### src/design/csc_pkg.sv
// What this block does
// - sixteen slot registers, consecutive indices, slot0 lowest
// - reset: slot0 active, others same but inactive
// - bit 23 admits slot into rotation
// - lowest active first, ascend, wrap around
// - result written loads channel into status nibble
// - bits 22:20 pick one of eight setups
// - setup n is its four registers; shareable
// - bit 18 limit watch, void without fifo
// - bits 17:13 positive input code map
package csc_pkg;
	localparam int          SLOT_COUNT    = 16;
	localparam int          SLOT_W        = 24;
	localparam int          IDX_W         = 8;
	localparam logic [7:0]  SLOT0_IDX     = 8'h09;
	localparam logic [7:0]  SLOT_LAST_IDX = 8'h18;
	localparam logic [7:0]  STATUS_IDX    = 8'h00;
	localparam int          ACTIVE_BIT    = 23;
	localparam int          SETUP_LSB     = 20;
	localparam int          SETUP_W       = 3;
	localparam int          SETUP_COUNT   = 8;
	localparam int          LIMIT_BIT     = 18;
	localparam int          INPUT_LSB     = 13;
	localparam int          INPUT_W       = 5;
	localparam logic [23:0] SLOT0_RST     = 24'h800100;
	localparam logic [23:0] SLOT_RST      = 24'h000100;
	localparam logic [4:0]  IN_FIRST      = 5'h00;
	localparam logic [4:0]  IN_SECOND     = 5'h01;
	localparam logic [4:0]  IN_THIRD      = 5'h04;
	localparam logic [4:0]  IN_FOURTH     = 5'h05;
	localparam logic [1:0]  HTRANS_NONSEQ = 2'h2;
	localparam logic [1:0]  HRESP_OKAY    = 2'h0;
endpackage

### src/design/csc_pick_if.sv
interface csc_pick_if;
	logic [15:0] enables;
	logic [3:0]  cur;
	logic [3:0]  next_ch;
	logic [3:0]  lowest;
	logic        any;
	logic [2:0]  setup;
	logic [4:0]  pin_code;
	logic [7:0]  setup_hot;
	logic [1:0]  in_num;
	logic        in_rsvd;

	modport picker (input enables, input cur, output next_ch, output lowest,
		output any);
	modport decoder (input setup, input pin_code, output setup_hot,
		output in_num, output in_rsvd);
	modport user (output enables, output cur, output setup, output pin_code,
		input next_ch, input lowest, input any, input setup_hot,
		input in_num, input in_rsvd);
endinterface

### src/design/csc_field_dec.sv
module csc_field_dec (
	csc_pick_if.decoder dif
);
	assign dif.setup_hot = 8'h01 << dif.setup;

	always_comb begin
		dif.in_num  = 2'h0;
		dif.in_rsvd = 1'b0;
		case (dif.pin_code)
			csc_pkg::IN_FIRST:  dif.in_num = 2'h0;
			csc_pkg::IN_SECOND: dif.in_num = 2'h1;
			csc_pkg::IN_THIRD:  dif.in_num = 2'h2;
			csc_pkg::IN_FOURTH: dif.in_num = 2'h3;
			default:            dif.in_rsvd = 1'b1;
		endcase
	end
endmodule // csc_field_dec

### src/design/csc_seq_pick.sv
module csc_seq_pick (
	csc_pick_if.picker pif
);
	logic [15:0] above;
	logic [3:0]  low_c;
	logic [3:0]  up_c;
	logic        up_hit;

	// mask of active slots strictly above the current one
	genvar g;
	generate
		for (g = 0; g < csc_pkg::SLOT_COUNT; g++) begin : g_above
			assign above[g] = pif.enables[g] && (4'(g) > pif.cur);
		end
	endgenerate

	always_comb begin
		low_c  = 4'h0;
		up_c   = 4'h0;
		up_hit = 1'b0;
		for (int i = csc_pkg::SLOT_COUNT - 1; i >= 0; i--) begin
			if (pif.enables[i]) begin
				low_c = 4'(i);
			end
			if (above[i]) begin
				up_c   = 4'(i);
				up_hit = 1'b1;
			end
		end
	end

	assign pif.lowest  = low_c;
	assign pif.next_ch = up_hit ? up_c : low_c;
	assign pif.any     = |pif.enables;
endmodule // csc_seq_pick

### src/design/csc_top.sv
module csc_top (
	input  wire logic        hclk,
	input  wire logic        hresetn,
	input  wire logic        hsel,
	input  wire logic [31:0] haddr,
	input  wire logic [1:0]  htrans,
	input  wire logic        hwrite,
	input  wire logic [2:0]  hsize,
	input  wire logic [31:0] hwdata,
	input  wire logic        hready,
	output logic      [31:0] hrdata,
	output logic             hreadyout,
	output logic      [1:0]  hresp,
	input  wire logic        seq_start,
	input  wire logic        result_written,
	input  wire logic        fifo_enable,
	output logic      [3:0]  conv_channel,
	output logic      [2:0]  conv_setup,
	output logic      [7:0]  conv_setup_hot,
	output logic      [4:0]  positive_input_choice,
	output logic      [1:0]  conv_input_num,
	output logic             conv_input_rsvd,
	output logic             limit_watch_flag,
	output logic             seq_any
);
	typedef struct packed {
		logic [15:0][23:0] slot;
		logic [3:0]        cur;
		logic [3:0]        status;
		logic              wr_pend;
		logic [7:0]        wr_idx;
		logic [31:0]       rdata;
		logic [3:0]        out_ch;
		logic [2:0]        out_setup;
		logic [7:0]        out_hot;
		logic [4:0]        out_pin;
		logic [1:0]        out_num;
		logic              out_rsvd;
		logic              out_watch;
		logic              out_any;
	} csc_state_t;

	csc_state_t  st_ff;
	csc_state_t  nxt_st;
	csc_pick_if  pif ();

	logic        acc;
	logic        mapped;
	logic [7:0]  a_idx;
	logic [7:0]  a_off;
	logic [7:0]  w_off;
	logic        w_hit;
	logic [23:0] cur_slot;
	logic [23:0] rd_slot;

	csc_seq_pick u_pick (
		.pif (pif)
	);

	csc_field_dec u_dec (
		.dif (pif)
	);

	// per-slot active flags feed the rotation
	genvar g;
	generate
		for (g = 0; g < csc_pkg::SLOT_COUNT; g++) begin : g_en
			assign pif.enables[g] = st_ff.slot[g][csc_pkg::ACTIVE_BIT];
		end
	endgenerate

	assign cur_slot     = st_ff.slot[st_ff.cur];
	assign pif.cur      = st_ff.cur;
	assign pif.setup    = cur_slot[csc_pkg::SETUP_LSB +: csc_pkg::SETUP_W];
	assign pif.pin_code = cur_slot[csc_pkg::INPUT_LSB +: csc_pkg::INPUT_W];

	// address phase decode, word index is haddr[9:2]
	assign acc    = hsel && (htrans == csc_pkg::HTRANS_NONSEQ) && hready;
	assign a_idx  = haddr[9:2];
	assign mapped = (haddr[31:10] == 22'h0) && (haddr[1:0] == 2'h0);
	assign a_off  = a_idx - csc_pkg::SLOT0_IDX;
	assign w_off  = st_ff.wr_idx - csc_pkg::SLOT0_IDX;
	assign w_hit  = st_ff.wr_pend
		&& (st_ff.wr_idx >= csc_pkg::SLOT0_IDX)
		&& (st_ff.wr_idx <= csc_pkg::SLOT_LAST_IDX);

	// forward a pending write so a back-to-back read sees it
	assign rd_slot = (w_hit && (st_ff.wr_idx == a_idx))
		? hwdata[23:0] : st_ff.slot[a_off[3:0]];

	always_comb begin
		nxt_st = st_ff;
		if (w_hit) begin
			nxt_st.slot[w_off[3:0]] = hwdata[23:0];
		end
		nxt_st.wr_pend = acc && hwrite && mapped;
		nxt_st.wr_idx  = a_idx;
		if (acc && !hwrite) begin
			if (!mapped) begin
				nxt_st.rdata = 32'h0;
			end else if (a_idx == csc_pkg::STATUS_IDX) begin
				nxt_st.rdata = {28'h0, st_ff.status};
			end else if ((a_idx >= csc_pkg::SLOT0_IDX)
				&& (a_idx <= csc_pkg::SLOT_LAST_IDX)) begin
				nxt_st.rdata = {8'h0, rd_slot};
			end else begin
				nxt_st.rdata = 32'h0;
			end
		end
		if (result_written) begin
			nxt_st.status = st_ff.cur;
		end
		if (seq_start) begin
			nxt_st.cur = pif.lowest;
		end else if (result_written) begin
			nxt_st.cur = pif.next_ch;
		end
		nxt_st.out_ch    = st_ff.cur;
		nxt_st.out_setup = pif.setup;
		nxt_st.out_hot   = pif.setup_hot;
		nxt_st.out_pin   = pif.pin_code;
		nxt_st.out_num   = pif.in_num;
		nxt_st.out_rsvd  = pif.in_rsvd;
		nxt_st.out_watch = cur_slot[csc_pkg::LIMIT_BIT] && fifo_enable;
		nxt_st.out_any   = pif.any;
	end

	always_ff @(posedge hclk or negedge hresetn) begin
		if (!hresetn) begin
			st_ff <= '0;
			st_ff.slot[0] <= csc_pkg::SLOT0_RST;
			for (int i = 1; i < csc_pkg::SLOT_COUNT; i++) begin
				st_ff.slot[i] <= csc_pkg::SLOT_RST;
			end
			st_ff.out_any <= 1'b1;
			st_ff.out_hot <= 8'h01;
		end else begin
			st_ff <= nxt_st;
		end
	end

	// zero-wait slave, always OKAY
	always_ff @(posedge hclk or negedge hresetn) begin
		if (!hresetn) begin
			hreadyout <= 1'b0;
		end else begin
			hreadyout <= 1'b1;
		end
	end

	assign hresp                 = csc_pkg::HRESP_OKAY;
	assign hrdata                = st_ff.rdata;
	assign conv_channel          = st_ff.out_ch;
	assign conv_setup            = st_ff.out_setup;
	assign conv_setup_hot        = st_ff.out_hot;
	assign positive_input_choice = st_ff.out_pin;
	assign conv_input_num        = st_ff.out_num;
	assign conv_input_rsvd       = st_ff.out_rsvd;
	assign limit_watch_flag      = st_ff.out_watch;
	assign seq_any               = st_ff.out_any;

	// helper: no register write has landed since reset
	logic chk_fresh_ff;
	always_ff @(posedge hclk or negedge hresetn) begin
		if (!hresetn) begin
			chk_fresh_ff <= 1'b1;
		end else if (w_hit) begin
			chk_fresh_ff <= 1'b0;
		end
	end

	chk_slot_base_write: assert property (@(posedge hclk) disable iff (!hresetn)
		(st_ff.wr_pend && st_ff.wr_idx == csc_pkg::SLOT0_IDX)
		|=> st_ff.slot[0] == $past(hwdata[23:0]))
		else $error("slot0 write not stored");

	chk_slot_last_write: assert property (@(posedge hclk) disable iff (!hresetn)
		(st_ff.wr_pend && st_ff.wr_idx == csc_pkg::SLOT_LAST_IDX)
		|=> st_ff.slot[15] == $past(hwdata[23:0]))
		else $error("slot15 write not stored");

	chk_reset_values: assert property (@(posedge hclk) disable iff (!hresetn)
		chk_fresh_ff |-> (st_ff.slot[0] == csc_pkg::SLOT0_RST
		&& st_ff.slot[1] == csc_pkg::SLOT_RST
		&& st_ff.slot[15] == csc_pkg::SLOT_RST))
		else $error("slot reset value wrong");

	chk_active_only: assert property (@(posedge hclk) disable iff (!hresetn)
		(result_written && !seq_start && pif.any && !w_hit)
		|=> st_ff.slot[st_ff.cur][csc_pkg::ACTIVE_BIT])
		else $error("sequencer landed on inactive slot");

	chk_seq_ascend_wrap: assert property (@(posedge hclk) disable iff (!hresetn)
		(result_written && !seq_start)
		|=> (st_ff.cur > $past(st_ff.cur)) || (st_ff.cur == $past(pif.lowest)))
		else $error("sequencer order wrong");

	chk_seq_start_low: assert property (@(posedge hclk) disable iff (!hresetn)
		seq_start |=> st_ff.cur == $past(pif.lowest) ##1
		conv_channel == $past(pif.lowest, 2))
		else $error("start not at lowest active slot");

	chk_status_tag: assert property (@(posedge hclk) disable iff (!hresetn)
		result_written |=> st_ff.status == $past(st_ff.cur))
		else $error("status nibble not loaded");

	chk_setup_follow: assert property (@(posedge hclk) disable iff (!hresetn)
		conv_setup == $past(st_ff.slot[st_ff.cur][22:20]))
		else $error("setup output mismatch");

	chk_setup_onehot: assert property (@(posedge hclk) disable iff (!hresetn)
		$onehot(conv_setup_hot) && conv_setup_hot[conv_setup])
		else $error("setup one-hot mismatch");

	chk_watch_gated: assert property (@(posedge hclk) disable iff (!hresetn)
		!$past(fifo_enable) |-> !limit_watch_flag)
		else $error("limit watch active without fifo");

	chk_input_third: assert property (@(posedge hclk) disable iff (!hresetn)
		(positive_input_choice == csc_pkg::IN_THIRD)
		|-> (conv_input_num == 2'h2 && !conv_input_rsvd))
		else $error("third input code decoded wrong");

	chk_input_rsvd: assert property (@(posedge hclk) disable iff (!hresetn)
		(positive_input_choice == 5'h02 || positive_input_choice == 5'h03)
		|-> conv_input_rsvd)
		else $error("reserved input code not flagged");
endmodule // csc_top

### config.mk
export PLATFORM = sky130hd
export DESIGN_NAME = csc_top
export DESIGN_NICKNAME = d
export VERILOG_FILES = /design/src/design/csc_pkg.sv /design/src/design/csc_pick_if.sv /design/src/design/csc_field_dec.sv /design/src/design/csc_seq_pick.sv /design/src/design/csc_top.sv
export SDC_FILE = /design/constraint.sdc
export NUM_CORES = 1
export LEC_CHECK = 0
export BUFFER_PORTS_ARGS = -buffer_cell sky130_fd_sc_hd__buf_2
export CAP_MARGIN = 0
export CELL_PAD_IN_SITES_DETAIL_PLACEMENT = 1
export CELL_PAD_IN_SITES_GLOBAL_PLACEMENT = 1
export CORE_MARGIN = 4
export CORE_UTILIZATION = 47
export CTS_CLUSTER_DIAMETER = 80
export DETAILED_ROUTE_END_ITERATION = 8
export GPL_TIMING_DRIVEN = 0
export PLACE_DENSITY = 0.88
export SYNTH_ARGS = -nofsm -noshare
export SYNTH_HDL_FRONTEND = slang
export SYNTH_SLANG_ARGS = --single-unit
export TNS_END_PERCENT = 20
### constraint.sdc
create_clock -name hclk -period 2.5 [get_ports hclk]
set_input_delay 0.25 -clock hclk [delete_from_list [all_inputs] [get_ports hclk]]
set_output_delay 0.25 -clock hclk [all_outputs]
set_load 0.02 [all_outputs]
==> Word-level counts from Yosys, hierarchy flattened <==
Index checks and enable logic that the tools add are counted.
{ "op_classes": {"addsub": 2, "mul": 0, "div": 0, "order_cmp": 24, "n_eq_ne": 5, "shift": 1, "n_mux": 64, "bitwise": 0, "reduce_logical": 36} }
{ "op_table": {"columns": ["op", "n"], "rows": [
  ["$bwmux W384", 1],
  ["$bmux W24 S4", 2],
  ["$mux W24", 6],
  ["$mux W4", 35],
  ["$demux W24 S4", 1],
  ["$gt A4 B4 Y1 const A", 8],
  ["$logic_and A1 B1 Y1", 28],
  ["$mux W23", 1],
  ["$logic_not A22 Y1", 1],
  ["$mux W1", 17],
  ["$ge A8 B4 Y1 const B", 2],
  ["$gt A3 B4 Y1 const A", 4],
  ["$le A8 B5 Y1 const B", 2],
  ["$reduce_or A16 Y1", 1],
  ["$lt A4 B5 Y1 const B", 3],
  ["$eq A5 B3 Y1 const B", 2],
  ["$eq A8 B8 Y1", 1],
  ["$gt A1 B4 Y1 const A", 2],
  ["$gt A2 B4 Y1 const A", 2],
  ["$logic_not A8 Y1", 1],
  ["$shl A1 B3 Y8 const A", 1],
  ["$sub A4 B4 Y4 const B", 2],
  ["$pmux W2 S3", 1],
  ["$eq A5 B1 Y1 const B", 1],
  ["other kinds (7)", 7]
]} }
{ "word_totals": {"ff_bits": 459, "latch_bits": 0, "ramBits": 0, "romBits": 0, "input_bits": 77, "output_inout_bits": 60, "elab_cells": 162, "memories": 0} }

==> Longest topological paths before layout <==
{ "logic_depth": {"depth_word": 21, "depth_mapped": 12} }

==> Modules after synthesis <==
A second synthesis with hierarchy kept.
{ "unflattened": {"hier_cells": 1554, "hier_area_um2": 22555.4} }
{ "modules_own_cells": {"columns": ["module", "n_inst", "cells_per_inst", "area_per_inst_um2", "seq_area_each_um2"], "rows": [
  ["csc_top", 1, 1442, 21802.2, 11309.6],
  ["csc_seq_pick", 1, 101, 669.4, 0.0],
  ["csc_field_dec", 1, 11, 83.8, 0.0]
]} }

==> Worst setup path before layout <==
OpenSTA, ideal clock, no wires.
{ "synth_path": {"path_kind": "input-to-reg", "start": "input port haddr[2]", "end": "register st_ff, in the netlist hrdata[21]", "setup_ns": 0.126, "arrival_ns": 3.336, "required_time_ns": 2.374, "setup_slack_ns": -0.962, "cell_stages": 12, "n_path_buf": 6, "cell_sequence": "buf_2 > buf_1 > buf_2 > inv_1 > ha_1 > clkbuf_1 > clkbuf_1 > clkbuf_1 > mux4_2 > a211oi_1 > a211oi_1 > a221o_1"} }
{ "synth_between": {"elab_chain_cells": 7, "word_cells_on_any_way": 13, "classes_between": "add/sub: 1; order compare: 2; eq/ne: 1; mux: 6; reduce/logical: 3"} }
{ "synth_lines": {"columns": ["element", "line", "rtl"], "rows": [
  ["from (decl)", "csc_top.sv:5", "input wire logic [31:0] haddr,"],
  ["$sub A4 B4 Y4", "csc_top.sv:81", "assign a_off = a_idx - csc_pkg::SLOT0_IDX;"],
  ["$bmux W24 S4", "csc_top.sv:89", "? hwdata[23:0] : st_ff.slot[a_off[3:0]];"],
  ["$mux W24 (not written as such)", "csc_top.sv:89", null],
  ["$mux W24", "csc_top.sv:89", null],
  ["$mux W24", "csc_top.sv:103", "end else if ((a_idx >= csc_pkg::SLOT0_IDX)"],
  ["$mux W24 *", "csc_top.sv:101", "end else if (a_idx == csc_pkg::STATUS_IDX) begin"],
  ["$mux W24 *", "csc_top.sv:99", "if (!mapped) begin"],
  ["to (signal assigned)", "csc_top.sv:138", "st_ff <= nxt_st;"],
  ["to (decl)", "csc_top.sv:43", "csc_state_t st_ff;"]
]} }
Mark *: on every way between the ends. The rest lies on a longest branch, timed or not. The select of a mux whose other input is x is not followed.
A chain may end at the register's enable or synchronous reset.

==> Worst setup path in the final report <==
{ "layout_path": {"start": "input port haddr[2]", "end": "register st_ff, in the netlist hrdata[9]"} }
Same word-level chain as after synthesis.

==> results.sh <==
export IMPL_status="complete, but fails checks"
export IMPL_violations="setup timing"
export IMPL_power_per_cell_area_nw_per_um2=635
export IMPL_fillerInstances=4324
export IMPL_period_share_pct=112
export IMPL_start_util_pct=47.6
export IMPL_rr_worst_depth=7
export IMPL_die_h_um=225
export IMPL_num_nets_final=1814
export IMPL_cts_tree="done"
export IMPL_firstDrtPassIters=8
export IMPL_r2r_end="st_ff[260]$_DFFE_PN0P_"
export IMPL_routed_via_density=6.61
export IMPL_min_path_type="in2reg"
export IMPL_die_w_um=225
export IMPL_reg2reg_slack_ps=-260
export IMPL_antenna_found_initial=2
export IMPL_path_clk_slew_ps=60
export IMPL_drt_antenna_violating_nets=0
export IMPL_dieArea_sq_um=50700
export IMPL_layout_common_cells="dfrtp_1 (429), mux2_2 (307), mux4_2 (141), buf_2 (126), buf_4 (98)"
export IMPL_ir_worst_vdd_mv=0.538
export IMPL_setup_viol=260
export IMPL_hpwl_um=45300
export IMPL_gp_congestion=0.886
export IMPL_power_leakage_nw=12.3
export IMPL_post_place_ws_ps=-1270
export IMPL_clock_skew_ps=21.8
export IMPL_grt_start_max_net_pins=116
export IMPL_syn2layout_area_growth_pct=21.7
export IMPL_detail_route_wl_per_cell_um=33.8
export IMPL_tightest_slew_ps=1340
export IMPL_drv_slew=0
export IMPL_vias=15700
export IMPL_slew_headroom_pct=10.6
export IMPL_postSynthAreaPerCell_sq_um=14.9
export IMPL_drt_wl_total_um=80500
export IMPL_worst_hold_slack_ps=22.8
export IMPL_max_cap_viol_count=0
export IMPL_cts_made_buffers=48
export IMPL_syn_inst=1492
export IMPL_htreeDepth=2
export IMPL_io_buffers=114
export IMPL_dr_wl_met3_um=5970
export IMPL_syn_area_sq_um=22200
export IMPL_post_route_util_pct=57.9
export IMPL_routed_wl_met2_um=40200
export IMPL_synth_edf_count=0
export IMPL_drt_met1_wl_um=29000
export IMPL_first_global_vias=17200
export IMPL_finalHoldViolCount=0
export IMPL_core_sq_um=46600
export IMPL_finalNonFillerCells=2381
export IMPL_path_max_fanout=10
export IMPL_cts_root_buffer="clkbuf_16"
export IMPL_clockBufferDepth=3
export IMPL_drive_gt1_share_pct=54.4
export IMPL_r2r_start="st_ff[63]$_DFF_PN0_"
export IMPL_synth_distinct_cells=66
export IMPL_clk_latency_ps=610
export IMPL_highest_layer="met5"
export IMPL_startpoint="haddr[2]"
export IMPL_synth_flop_cell="dfrtp_1"
export IMPL_finalCriticalPeriod_ps=2800
export IMPL_critical_path_required_ps=3030
export IMPL_ys_seq_elements=451
export IMPL_dp_cells=2226
export IMPL_ys_seq_area_share_pct=51.0
export IMPL_worstPathArrival_ps=3330
export IMPL_multiInputGateArea_sq_um=10400
export IMPL_cp_endpoint="hrdata[9]$_DFFE_PN0P_"
export IMPL_end_kind="register"
export IMPL_seq_area_sq_um=11300
export IMPL_io_pins=137
export IMPL_grt_first_pass_wirelength_um=112000
export IMPL_grt_setup_unrepaired="yes"
export IMPL_setup_ws_ps=-299
export IMPL_ys_warn_count=0
export IMPL_drcViolationCount=0
export IMPL_clock_sinks=451
export IMPL_row_count=79
export IMPL_path_class="in2reg"
export IMPL_drt_initial_drc_count=1919
export IMPL_track_usage_pct=29.5
export IMPL_placed_area_sq_um=23700
export IMPL_ys_async_sr_fraction_pct=100
export IMPL_start_kind="primary input"
export IMPL_fmax_ghz=0.357
export IMPL_grt_overflow_total=0
export IMPL_fin_area_sq_um=27000
export IMPL_layout_commonest_cell="dfrtp_1"
==> synthesized netlist by cell type (all sizes together), types with 7 or more instances <==
master / number / area [sq um]
a211oi: 49 / 368
a21oi: 12 / 60.1
a221o: 20 / 200
buf: 108 / 701
clkbuf: 74 / 278
dfrtp: 432 / 10800
dfstp: 19 / 499
inv: 12 / 45.0
mux2: 388 / 4370
mux2i: 25 / 250
mux4: 141 / 3180
nand2: 9 / 33.8
nand2b: 14 / 87.6
nand3: 7 / 35.0
nor2: 34 / 150
nor2b: 27 / 169
nor3: 10 / 71.3
nor4: 12 / 81.3
o21ai: 9 / 45.0
xnor2: 10 / 87.6
==> flip-flops by register name, indices dropped and copies added, names as in the netlist <==
signal                 count
conv_setup                 3
conv_input_rsvd            1
positive_input_choice      5
hrdata                    24
conv_input_num             2
pif.enables               16
hreadyout                  1
seq_any                    1
st_ff                    381
conv_channel               4
conv_setup_hot             8
limit_watch_flag           1
pif.cur                    4
==> metrics by stage <==
| step | total power [mW] | setup TNS [ps] |
|---|---|---|
| final | 17.1 | -30560 |
| after global routing | 17.6 | -32860 |
| after CTS | 16.9 | -21470 |
| after detailed placement | 9.62 | -177300 |
| after global placement | 9.51 | -3421600 |
| after floorplan | 8.83 | -400 |
==> worst min path at each step <==
| stage | start | end | slack [ps] | depth (start not counted) |
|---|---|---|---|---|
| final | hwdata[6] | st_ff[344]$_DFFE_PN0P_ | 20 | 2 |
| after floorplan | hresetn | conv_channel[0]$_DFF_PN0_ | -50 | 0 |
| after global placement | pif.cur[0]$_DFFE_PN0P_ | conv_channel[0]$_DFF_PN0_ | 360 | 0 |
| after detailed placement | hresetn | conv_setup_hot[6]$_DFF_PN0_ | 220 | 1 |
| after CTS | hwdata[4] | hrdata[4]$_DFFE_PN0P_ | 0.9 | 2 |
| after global routing | hwdata[4] | st_ff[342]$_DFFE_PN0P_ | 30 | 2 |
==> metal layers <==
layer | up-vias | global-route usage, %
met5 | - | 0
met4 | 2 | 16.0
met3 | 328 | 4.95
met2 | 993 | 50.8
met1 | 8352 | 35.5
li1 | 6067 | -
==> power by group <==
| part | total (mW) | internal [mW] | switching, mW |
|---|---|---|---|
| clock network | 7.37 | 4.19 | 3.18 |
| registers | 7.60 | 7.48 | 0.113 |
| logic | 2.14 | 0.876 | 1.27 |
| total | 17.1 | 12.5 | 4.56 |
==> kinds of logic (layout without fill, tap and decap cells) <==
group / after synthesis / count (layout) / synth area share [%]
DFF: 451 / 451 / 51.0
xor gates and xnor gates: 11 / 11 / 0.435
muxes: 554 / 554 / 35.2
and+or+nand+nor: 138 / 138 / 3.69
AOI/OAI and AO/OA: 139 / 139 / 4.83
buffers and inverters: 194 / 466 / 4.62
adders and majority gates: 3 / 3 / 0.169
other: 2 / 12 / 0.0339
==> worst max-delay path, stage by stage <==
cell      delay (ps)
buf_2            130
buf_6            190
nor3_1           110
xnor2_2          570
buf_2            540
buf_1            750
a211oi_1         200
a211oi_1         400
a221o_1          170
==> timing repair <==
action / in CTS / in global routing
pin swaps: 11 / 9
setup buffers: 24 / 10
hold buffers: 28 / 0
resized for setup: 149 / 139
setup endpoints to repair: 397 / 376
cloned: 1 / 5
endpoints found under the hold margin: 135 / 0
==> area by class of cell <==
cell class | count | area share, %
Antenna cell | 1 | 0.00928
Buffer | 179 | 5.44
Clock buffer | 79 | 5.41
Clock inverter | 10 | 0.418
Inverter | 12 | 0.167
Multi-Input combinational cell | 856 | 38.5
Sequential cell | 451 | 42.0
Tap cell | 607 | 2.82
Timing Repair Buffer | 186 | 5.26
Power figures use the tool's default switching activity.
